==> config.mk <==
export PLATFORM = sky130hd
export DESIGN_NAME = serial_audio_input_clock_detect
export DESIGN_NICKNAME = d
export VERILOG_FILES = /design/src/logic/audio_in_pkg.sv /design/src/logic/serial_audio_input_clock_detect.sv
export SDC_FILE = /design/constraint.sdc
export NUM_CORES = 1
export LEC_CHECK = 0
export BUFFER_PORTS_ARGS = -buffer_cell sky130_fd_sc_hd__buf_2
export CORE_UTILIZATION = 65
export CTS_CLUSTER_SIZE = 25
export DETAILED_ROUTE_END_ITERATION = 6
export PLACE_DENSITY = 0.91
export SETUP_SLACK_MARGIN = 0.2
export SLEW_MARGIN = 15
export SYNTH_ARGS = -nofsm -noshare
export SYNTH_HDL_FRONTEND = slang
export SYNTH_SLANG_ARGS = --single-unit
==> constraint.sdc <==
create_clock -name pclk -period 9.7 [get_ports pclk]
set_input_delay 0.97 -clock pclk [delete_from_list [all_inputs] [get_ports pclk]]
set_output_delay 0.97 -clock pclk [all_outputs]
set_load 0.02 [all_outputs]
==> src/logic/audio_in_pkg.sv <==
// Shared constants, register map and carrier types for the audio input block.
`default_nettype none
package audio_in_pkg;

  ////////////////////////////////////////////////////////////////////////////
  localparam int CLK_HZ = 100_000_000;
  localparam int CLK_MHZ = CLK_HZ / 1_000_000;
  // A master or bit clock pin that shows no rising edge for this long counts as absent.
  localparam int ABSENT_NS = 20_000;
  localparam int ABSENT_CYC = ABSENT_NS * CLK_MHZ / 1000;
  // A frame longer than this counts as a lost frame clock.
  localparam int FRAME_TO_NS = 250_000;
  localparam int FRAME_TO_CYC = FRAME_TO_NS * CLK_MHZ / 1000;
  localparam int LOCK_FRAMES = 4;
  localparam int RATE_TOL_SHIFT = 6;
  localparam int MCLK_TOL = 2;
  localparam int NUM_RATES = 9;
  localparam int RATE_HZ [NUM_RATES] = '{8000, 11025, 12000, 16000, 22050,
                                         24000, 32000, 44100, 48000};
  localparam int NUM_MRATIO = 6;
  localparam int MCLK_RATIO [NUM_MRATIO] = '{64, 128, 192, 256, 384, 512};
  localparam logic [6:0] BCLK_32 = 7'h20;
  localparam logic [6:0] BCLK_48 = 7'h30;
  localparam logic [6:0] BCLK_64 = 7'h40;
  localparam logic [3:0] RATE_NONE = 4'hF;

  ////////////////////////////////////////////////////////////////////////////
  // Printed register offsets are indices; the byte address is four times.
  localparam logic [7:0] STATUS_IDX = 8'h01;
  localparam logic [7:0] IRQ_STAT_IDX = 8'h02;
  localparam logic [7:0] IRQ_MASK_IDX = 8'h03;
  localparam logic [7:0] FORMAT_IDX = 8'h04;
  localparam logic [7:0] DETECT_IDX = 8'h05;
  localparam logic [7:0] VOLUME_IDX = 8'h0E;
  localparam int FMT_LSB = 0;
  localparam int WLEN_LSB = 4;
  localparam int VOL_LSB = 0;
  localparam int SOFT_BIT = 8;
  localparam logic [31:0] FORMAT_RST = 32'h0000_0020;
  localparam logic [31:0] VOLUME_RST = 32'h0000_00FF;
  localparam int IRQ_ERR = 0;
  localparam int IRQ_LOCK = 1;
  localparam int IRQ_W = 2;
  localparam int ST_LOCK = 0;
  localparam int ST_OSC = 1;
  localparam int ST_MUTE = 2;
  localparam int ST_RAMP = 3;

  ////////////////////////////////////////////////////////////////////////////
  typedef enum logic [1:0] {
    FMT_I2S = 2'b00,
    FMT_LEFT_JUSTIFIED = 2'b01,
    FMT_RIGHT_JUSTIFIED = 2'b10
  } fmt_t;

  typedef enum logic [1:0] {
    CS_LIMP = 2'b00,
    CS_RUN = 2'b01,
    CS_MUTE = 2'b10
  } clk_state_t;

  typedef struct packed {
    logic mclk;
    logic bclk;
    logic fsel;
    logic data;
  } pin_bus_t;

  typedef struct packed {
    logic [9:0] mclk_ratio;
    logic [6:0] bclk_ratio;
    logic [3:0] rate;
  } detect_t;

  typedef struct packed {
    logic signed [23:0] left;
    logic signed [23:0] right;
  } sample_pair_t;

endpackage
`default_nettype wire

==> src/logic/serial_audio_input_clock_detect.sv <==
// Slave serial audio receiver with clock checking and rate detection.
`timescale 1ns/1ps
`default_nettype none
module serial_audio_input_clock_detect
  import audio_in_pkg::*;
#(
  parameter int ADDR_W = 8,
  parameter int FRAME_TIMEOUT = FRAME_TO_CYC,
  parameter int LOCK_COUNT = LOCK_FRAMES
)(
  input wire logic pclk,
  input wire logic presetn,
  input wire logic psel,
  input wire logic penable,
  input wire logic pwrite,
  input wire logic [ADDR_W-1:0] paddr,
  input wire logic [31:0] pwdata,
  output logic [31:0] prdata,
  output logic pready,
  output logic pslverr,
  input wire logic master_clock_in,
  input wire logic bit_clock_in,
  input wire logic frame_select_in,
  input wire logic serial_audio_in,
  output sample_pair_t samples,
  output logic sample_valid,
  output logic use_internal_osc,
  output logic audio_mute,
  output logic [7:0] gain,
  output logic irq
);

  ////////////////////////////////////////////////////////////////////////////
  function automatic logic [5:0] word_len(input logic [1:0] code);
    case (code)
      2'b00: word_len = 6'd16;
      2'b01: word_len = 6'd20;
      default: word_len = 6'd24;
    endcase
  endfunction

  function automatic logic [3:0] rate_class(input logic [15:0] per);
    int nom;
    int diff;
    rate_class = RATE_NONE;
    for (int i = 0; i < NUM_RATES; i++)
    begin
      nom = CLK_HZ / RATE_HZ[i];
      diff = int'(per) - nom;
      if (diff < 0)
        diff = -diff;
      if (diff <= (nom >> RATE_TOL_SHIFT))
        rate_class = 4'(i);
    end
  endfunction

  function automatic logic [9:0] mclk_class(input logic [10:0] cnt);
    int diff;
    mclk_class = '0;
    for (int i = 0; i < NUM_MRATIO; i++)
    begin
      diff = int'(cnt) - MCLK_RATIO[i];
      if (diff <= MCLK_TOL && diff >= -MCLK_TOL)
        mclk_class = 10'(MCLK_RATIO[i]);
    end
  endfunction

  function automatic logic hit(input logic [ADDR_W-1:0] a,
                               input logic [7:0] idx);
    hit = (a[ADDR_W-1:2] == (ADDR_W-2)'(idx));
  endfunction

  ////////////////////////////////////////////////////////////////////////////
  // Every pin is asynchronous to pclk: two flops, then a third for edges.
  pin_bus_t s1_q;
  pin_bus_t s2_q;
  pin_bus_t s3_q;
  always_ff @(posedge pclk or negedge presetn)
    if (!presetn)
    begin
      s1_q <= '0;
      s2_q <= '0;
      s3_q <= '0;
    end
    else
    begin
      s1_q <= '{master_clock_in, bit_clock_in, frame_select_in,
                serial_audio_in};
      s2_q <= s1_q;
      s3_q <= s2_q;
    end

  logic bclk_rise;
  logic mclk_rise;
  assign bclk_rise = s2_q.bclk & ~s3_q.bclk;
  assign mclk_rise = s2_q.mclk & ~s3_q.mclk;

  ////////////////////////////////////////////////////////////////////////////
  // Registers.
  logic [31:0] format_q;
  logic [31:0] volume_q;
  logic [IRQ_W-1:0] irq_stat_q;
  logic [IRQ_W-1:0] irq_mask_q;
  logic [IRQ_W-1:0] irq_set;
  logic wr_en;
  fmt_t fmt;
  logic [5:0] wl;
  assign wr_en = psel & penable & pready & pwrite;
  assign fmt = fmt_t'(format_q[FMT_LSB +: 2]);
  assign wl = word_len(format_q[WLEN_LSB +: 2]);

  always_ff @(posedge pclk or negedge presetn)
    if (!presetn)
    begin
      format_q <= FORMAT_RST;
      volume_q <= VOLUME_RST;
      irq_mask_q <= '0;
    end
    else if (wr_en)
    begin
      if (hit(paddr, FORMAT_IDX))
        format_q <= pwdata;
      if (hit(paddr, VOLUME_IDX))
        volume_q <= pwdata;
      if (hit(paddr, IRQ_MASK_IDX))
        irq_mask_q <= pwdata[IRQ_W-1:0];
    end

  // A new event wins over a clear that lands in the same cycle.
  always_ff @(posedge pclk or negedge presetn)
    if (!presetn)
    begin
      irq_stat_q <= '0;
      irq <= 1'b0;
    end
    else
    begin
      if (wr_en && hit(paddr, IRQ_STAT_IDX))
        irq_stat_q <= (irq_stat_q & ~pwdata[IRQ_W-1:0]) | irq_set;
      else
        irq_stat_q <= irq_stat_q | irq_set;
      irq <= |((irq_stat_q | irq_set) & irq_mask_q);
    end

  ////////////////////////////////////////////////////////////////////////////
  // Frame measurement: bits, master clocks and cycles are counted between frame clock rises.
  logic fs_d1_q;
  logic [7:0] bit_cnt_q;
  logic [10:0] mclk_cnt_q;
  logic [15:0] per_cnt_q;
  logic [15:0] since_mclk_q;
  logic [15:0] since_bclk_q;
  logic frame_start;
  logic absent;
  logic bits_ok;
  detect_t det;
  logic frame_good;
  assign frame_start = bclk_rise & s2_q.fsel & ~fs_d1_q;
  assign bits_ok = (bit_cnt_q[6:0] == BCLK_32 || bit_cnt_q[6:0] == BCLK_48 ||
                    bit_cnt_q[6:0] == BCLK_64) && !bit_cnt_q[7];
  assign det = '{mclk_class(mclk_cnt_q), bit_cnt_q[6:0],
                 rate_class(per_cnt_q)};
  assign frame_good = bits_ok && det.mclk_ratio != '0 &&
                      det.rate != RATE_NONE;
  assign absent = since_mclk_q >= 16'(ABSENT_CYC) ||
                  since_bclk_q >= 16'(ABSENT_CYC) ||
                  per_cnt_q >= 16'(FRAME_TIMEOUT);

  always_ff @(posedge pclk or negedge presetn)
    if (!presetn)
    begin
      fs_d1_q <= 1'b0;
      bit_cnt_q <= '0;
      mclk_cnt_q <= '0;
      per_cnt_q <= '0;
    end
    else
    begin
      if (bclk_rise)
        fs_d1_q <= s2_q.fsel;
      if (frame_start)
      begin
        bit_cnt_q <= 8'd1;
        mclk_cnt_q <= {10'd0, mclk_rise};
        per_cnt_q <= 16'd1;
      end
      else
      begin
        if (bclk_rise && bit_cnt_q != '1)
          bit_cnt_q <= bit_cnt_q + 8'd1;
        if (mclk_rise && mclk_cnt_q != '1)
          mclk_cnt_q <= mclk_cnt_q + 11'd1;
        if (per_cnt_q != '1)
          per_cnt_q <= per_cnt_q + 16'd1;
      end
    end

  always_ff @(posedge pclk or negedge presetn)
    if (!presetn)
    begin
      since_mclk_q <= '0;
      since_bclk_q <= '0;
    end
    else
    begin
      since_mclk_q <= mclk_rise ? '0 :
                      since_mclk_q + 16'(since_mclk_q != '1);
      since_bclk_q <= bclk_rise ? '0 :
                      since_bclk_q + 16'(since_bclk_q != '1);
    end

  ////////////////////////////////////////////////////////////////////////////
  // Clock supervisor: mute first, then fall back to the oscillator.
  clk_state_t cs_q;
  detect_t locked_q;
  detect_t cand_q;
  logic [7:0] good_cnt_q;
  logic ramp_q;
  logic clk_err;
  logic relock;
  logic [7:0] vol;
  assign vol = volume_q[VOL_LSB +: 8];
  assign clk_err = (cs_q == CS_RUN) &&
                   (absent || (frame_start &&
                    (!frame_good || det != locked_q)));
  // A lost clock in the same cycle blocks the relock, so the flag and the
  // state machine never disagree about it.
  assign relock = (cs_q == CS_LIMP) && !absent && frame_start &&
                  frame_good && det == cand_q &&
                  good_cnt_q >= 8'(LOCK_COUNT - 1);
  assign irq_set = {relock, clk_err};

  always_ff @(posedge pclk or negedge presetn)
    if (!presetn)
    begin
      cs_q <= CS_LIMP;
      locked_q <= '0;
      cand_q <= '0;
      good_cnt_q <= '0;
    end
    else
      case (cs_q)
        CS_LIMP:
        begin
          if (absent)
            good_cnt_q <= '0;
          else if (relock)
          begin
            cs_q <= CS_RUN;
            locked_q <= det;
            good_cnt_q <= '0;
          end
          else if (frame_start)
          begin
            cand_q <= det;
            if (frame_good && det == cand_q)
              good_cnt_q <= good_cnt_q + 8'd1;
            else
              good_cnt_q <= '0;
          end
        end
        CS_RUN:
          if (clk_err)
            cs_q <= CS_MUTE;
        CS_MUTE:
          cs_q <= CS_LIMP;
        default:
          cs_q <= CS_LIMP;
      endcase

  // The oscillator takes over only after the mute has reached the output.
  always_ff @(posedge pclk or negedge presetn)
    if (!presetn)
      use_internal_osc <= 1'b1;
    else
      use_internal_osc <= (cs_q != CS_RUN) && !relock;

  // Soft unmute steps the gain once per frame, so it lasts vol frames.
  always_ff @(posedge pclk or negedge presetn)
    if (!presetn)
    begin
      gain <= '0;
      audio_mute <= 1'b1;
      ramp_q <= 1'b0;
    end
    else if (clk_err || cs_q != CS_RUN)
    begin
      gain <= '0;
      audio_mute <= !relock;
      ramp_q <= relock && volume_q[SOFT_BIT];
      if (relock && !volume_q[SOFT_BIT])
        gain <= vol;
    end
    else if (ramp_q)
    begin
      audio_mute <= 1'b0;
      if (gain >= vol)
      begin
        gain <= vol;
        ramp_q <= 1'b0;
      end
      else if (frame_start)
        gain <= gain + 8'd1;
    end
    else
    begin
      audio_mute <= 1'b0;
      gain <= vol;
    end

  ////////////////////////////////////////////////////////////////////////////
  // Deserialiser. I2S looks at the frame clock one bit late, which turns
  // its delayed MSB into the same slot shape as left-justified.
  logic eff_fs;
  logic eff_prev_q;
  logic boundary;
  logic left_level;
  logic [31:0] sh_q;
  logic [5:0] cap_cnt_q;
  logic slot_ok_q;
  logic have_left_q;
  // The left word waits here so that both halves reach the output together.
  logic signed [23:0] left_q;
  logic signed [23:0] word;
  assign eff_fs = (fmt == FMT_I2S) ? fs_d1_q : s2_q.fsel;
  assign boundary = eff_fs != eff_prev_q;
  assign left_level = (fmt != FMT_I2S);
  always_comb
    case (format_q[WLEN_LSB +: 2])
      2'b00: word = {sh_q[15:0], 8'h00};
      2'b01: word = {sh_q[19:0], 4'h0};
      default: word = sh_q[23:0];
    endcase

  always_ff @(posedge pclk or negedge presetn)
    if (!presetn)
    begin
      eff_prev_q <= 1'b0;
      sh_q <= '0;
      cap_cnt_q <= '0;
      slot_ok_q <= 1'b0;
      have_left_q <= 1'b0;
      left_q <= '0;
      samples <= '0;
      sample_valid <= 1'b0;
    end
    else
    begin
      sample_valid <= 1'b0;
      if (clk_err || cs_q != CS_RUN)
      begin
        slot_ok_q <= 1'b0;
        have_left_q <= 1'b0;
        if (bclk_rise)
          eff_prev_q <= eff_fs;
      end
      else if (bclk_rise)
      begin
        eff_prev_q <= eff_fs;
        if (boundary)
        begin
          if (slot_ok_q && eff_prev_q == left_level)
          begin
            left_q <= word;
            have_left_q <= 1'b1;
          end
          else if (slot_ok_q && have_left_q)
          begin
            samples.left <= left_q;
            samples.right <= word;
            sample_valid <= 1'b1;
            have_left_q <= 1'b0;
          end
          sh_q <= {31'd0, s2_q.data};
          cap_cnt_q <= 6'd1;
          slot_ok_q <= 1'b1;
        end
        else if (fmt == FMT_RIGHT_JUSTIFIED)
          sh_q <= {sh_q[30:0], s2_q.data};
        else if (cap_cnt_q < wl)
        begin
          sh_q <= {sh_q[30:0], s2_q.data};
          cap_cnt_q <= cap_cnt_q + 6'd1;
        end
      end
    end

  ////////////////////////////////////////////////////////////////////////////
  // APB slave: one setup cycle, then an access cycle with pready high.
  logic [31:0] rdata_d;
  logic mapped;
  always_comb
  begin
    rdata_d = '0;
    mapped = 1'b1;
    if (hit(paddr, STATUS_IDX))
    begin
      rdata_d[ST_LOCK] = (cs_q == CS_RUN);
      rdata_d[ST_OSC] = use_internal_osc;
      rdata_d[ST_MUTE] = audio_mute;
      rdata_d[ST_RAMP] = ramp_q;
    end
    else if (hit(paddr, IRQ_STAT_IDX))
      rdata_d[IRQ_W-1:0] = irq_stat_q;
    else if (hit(paddr, IRQ_MASK_IDX))
      rdata_d[IRQ_W-1:0] = irq_mask_q;
    else if (hit(paddr, FORMAT_IDX))
      rdata_d = format_q;
    else if (hit(paddr, DETECT_IDX))
      rdata_d[$bits(detect_t)-1:0] = (cs_q == CS_RUN) ? locked_q : det;
    else if (hit(paddr, VOLUME_IDX))
      rdata_d = volume_q;
    else
      mapped = 1'b0;
  end

  always_ff @(posedge pclk or negedge presetn)
    if (!presetn)
    begin
      pready <= 1'b0;
      pslverr <= 1'b0;
      prdata <= '0;
    end
    else
    begin
      pready <= psel & ~penable & ~pready;
      pslverr <= psel & ~penable & ~pready & ~mapped;
      prdata <= (psel & ~penable & ~pwrite & mapped) ? rdata_d : '0;
    end

endmodule
`default_nettype wire

==> reports/qor.yml <==
ys_types: 105
hold_class: "register to register"
clkLatencyLatePin_ps: 550
rsz0062_at_grt: "no"
dp_hpwl_um: 48300
final_antenna_net_count: 0
p_leak_nw: 11.2
seq_area_frac_synth_pct: 36.5
layout_min_cycle_time_ps: 7280
synth_edf_count: 0
grt_use_total_pct: 39.8
cts-buffers-inserted: 35
path_max_fanout: 71
cts_buffer_depth: 3
synthCells: 2561
hold_ws_ps: 352
crit_type: "register to register"
initial_core_util_pct: 66.6
setup.worst_path.start_class: "register"
setup_viol: 0
synth_nets: 2668
finalMaxSlewViolations: 0
grt_pass1_vias: 21513
drt_wl_total_um: 73600
required_ps: 10110
violations: "design-rule violations"
grt_max_degree: 179
crit_arrival_ps: 7690
cts.clk_slew.worst_paths_ps: 70
hold_depth: 0
ys_ff_latch: 338
wire_per_inst_um: 23.8
tightest_slew_ps: 1370
p_per_area_nw_per_um2: 189
fin_skew_ps: 25.5
initialDrtViolationCount: 2904
firstDrtPassIters: 7
portBuffers: 140
syn_to_final_growth_pct: 9.22
final_hold_viol_count: 0
synthArstFlopShare_pct: 100
drv_cap: 0
relSlewSlack_pct: 7.99
drc: 2
clkSinkCount: 338
hold_end: "s2_q[0]"
reg2regPathDepth: 16
synth.cell_area_sq_um: 23200
core_area_sq_um: 34900
status: "finished with violations"
grt_pass1_wl_um: 115000
cts_setup_buffers: 0
antenna_found_initial: 1
synthFlopType: "dfrtp_1"
crit_path_end_kind: "register"
dieWidth_um: 191
vias: 21958
fin_crit_sh_pct: 75.1
layout.nets: 2722
vias_per_cell: 7.09
gp_congestion: 1.01
dieHeight_um: 191
rr_endpoint: "samples[6]"
pin_count: 143
avgSynthCellArea_sq_um: 9.08
cts_max_level: 2
cts_resized: 0
synth_warnings: 0
rows: 68
ir_worst_vdd_mv: 0.166
totalNegativeSetupSlack_ps: 0
fmax_ghz: 0.137
cts_tree: "done"
drive_gt1_share_pct: 17.4
dieArea_sq_um: 36500
cts-root-buf: "clkbuf_16"
reg2reg_slack_ps: 2420
ctsHoldBuffers: 0
worstReg2RegStart: "per_cnt_q[3]"
grt-ovfl-total: 0
holdCritStartpoint: "s1_q[0]"
-- critical path: stages, from the launching register on --
cell	delay, ps
dfrtp_2	360
buf_4	640
ha_1	830
nor2b_1	610
xnor2_1	170
nor3_1	490
nand4_1	230
xor2_1	190
a32oi_1	120
nor4_1	960
nor2_1	300
a21oi_1	210
o2111a_1	330
o2111ai_4	310
nor3_4	260
buf_4	610
mux2_2	420
-- logic make-up (layout without fill, tap and decap cells) --
group                      count (synthesis)  after routing  share of synthesized area, %
buffers and inverters                    227            307                          4.36
other                                      0              1                             0
DFF                                      338            338                          36.5
xor gates and xnor gates                 168            168                          6.36
and+or+nand+nor                          927            927                          20.4
AOI/OAI and AO/OA                        644            644                          19.5
muxes                                    199            199                          9.86
adders and majority gates                 58             58                          3.12
-- cell usage in the layout, fill, tap and decap left out, types with 26 or more instances in the layout --
cell type	synthesis	final
buf_4	16	36
nor2b_1	41	41
o21ai_0	128	128
a21oi_1	120	120
xor2_1	55	54
a31oi_1	30	30
inv_1	64	64
mux2_4	28	28
dfrtp_1	327	323
or3_1	26	26
xnor2_1	112	112
mux2_2	123	123
ha_1	58	58
nand2b_1	37	37
nor2_1	219	217
buf_2	39	139
nor4_1	32	32
o211ai_1	28	28
a22oi_1	28	28
clkbuf_16	0	35
nand4_1	40	40
nand3_1	57	57
mux2i_1	44	44
a211oi_1	39	39
nand2_1	250	250
and3_1	32	32
nor3_1	69	69
-- layout make-up --
cell class	instances	area [sq um]
multi-input cells	1996	13800
clock buffers	45	993
repair buffers	178	1030
inverters	66	248
diodes	1	2.50
clock inverters	18	258
flip-flops and latches	338	8480
well taps	455	569
fillers	2395	9500
-- worst max path at each step --
stage	from	to	slack (ps)
final	per_cnt_q[3]	samples[6]	2420
after detailed placement	per_cnt_q[3]	left_q[18]	2570
after floorplan	per_cnt_q[2]	cand_q[6]	4390
after global routing	per_cnt_q[3]	samples[6]	2290
after global placement	per_cnt_q[3]	left_q[5]	2770
after CTS	per_cnt_q[3]	left_q[18]	2470
-- registers in the layout (all words and copies together) (netlist names), 4 cells and up --
register / count
bit_cnt_q: 8
cand_q: 15
cap_cnt_q: 6
format_q: 32
gain: 8
good_cnt_q: 8
left_q: 24
locked_q: 15
mclk_cnt_q: 11
per_cnt_q: 16
prdata: 32
s1_q: 4
s2_q: 4
samples: 48
sh_q: 24
since_bclk_q: 16
since_mclk_q: 16
volume_q: 32
-- cell usage after synthesis, types with 37 or more instances --
library cell	instances	area, sq um
inv_1	64	240
xnor2_1	112	981
xor2_1	55	482
o21ai_0	128	641
nand2b_1	37	231
ha_1	58	726
nand4_1	40	250
nor3_1	69	345
buf_2	39	195
nor2b_1	41	257
clkbuf_1	79	297
mux2_2	123	1390
a21oi_1	120	601
nand2_1	250	938
a211oi_1	39	293
mux2i_1	44	440
nor2_1	219	822
nand3_1	57	285
dfrtp_1	327	8180
-- report_power, final --
| group | internal [mW] | switching, mW | total (mW) |
|---|---|---|---|
| Clock | 0.866 | 0.602 | 1.47 |
| Combinational | 0.580 | 1.18 | 1.76 |
| Sequential | 1.47 | 0.0995 | 1.57 |
-- metrics by stage --
| step | area (sq um) | cells | util, % | setup slack, ps | total power, mW |
|---|---|---|---|---|---|
| after floorplan | 23200 | 2561 | - | 4390 | 2.86 |
| after global placement | 24100 | 3032 | 69.1 | 2770 | 3.21 |
| after detailed placement | 24100 | 3032 | 69.1 | 2570 | 3.25 |
| after CTS | 25300 | 3095 | 72.7 | 2470 | 4.72 |
| after global routing | 25400 | 3096 | 72.8 | 2290 | 4.98 |
| final | 25400 | 3097 | 72.8 | 2420 | 4.80 |
-- routing by layer --
| layer | part of all wire [%] | global-route usage, % | wire [um] | vias to the layer above |
|---|---|---|---|---|
| met1 | 38 | 51.5 | 27800 | 10663 |
| li1 | - | - | - | 9496 |
| met4 | 5.6 | 21.6 | 4100 | 0 |
| met3 | 11 | 7.97 | 7750 | 363 |
| met2 | 46 | 62.9 | 34000 | 1436 |
| met5 | 0 | 0 | 0 | - |
Power figures use the tool's default switching activity.
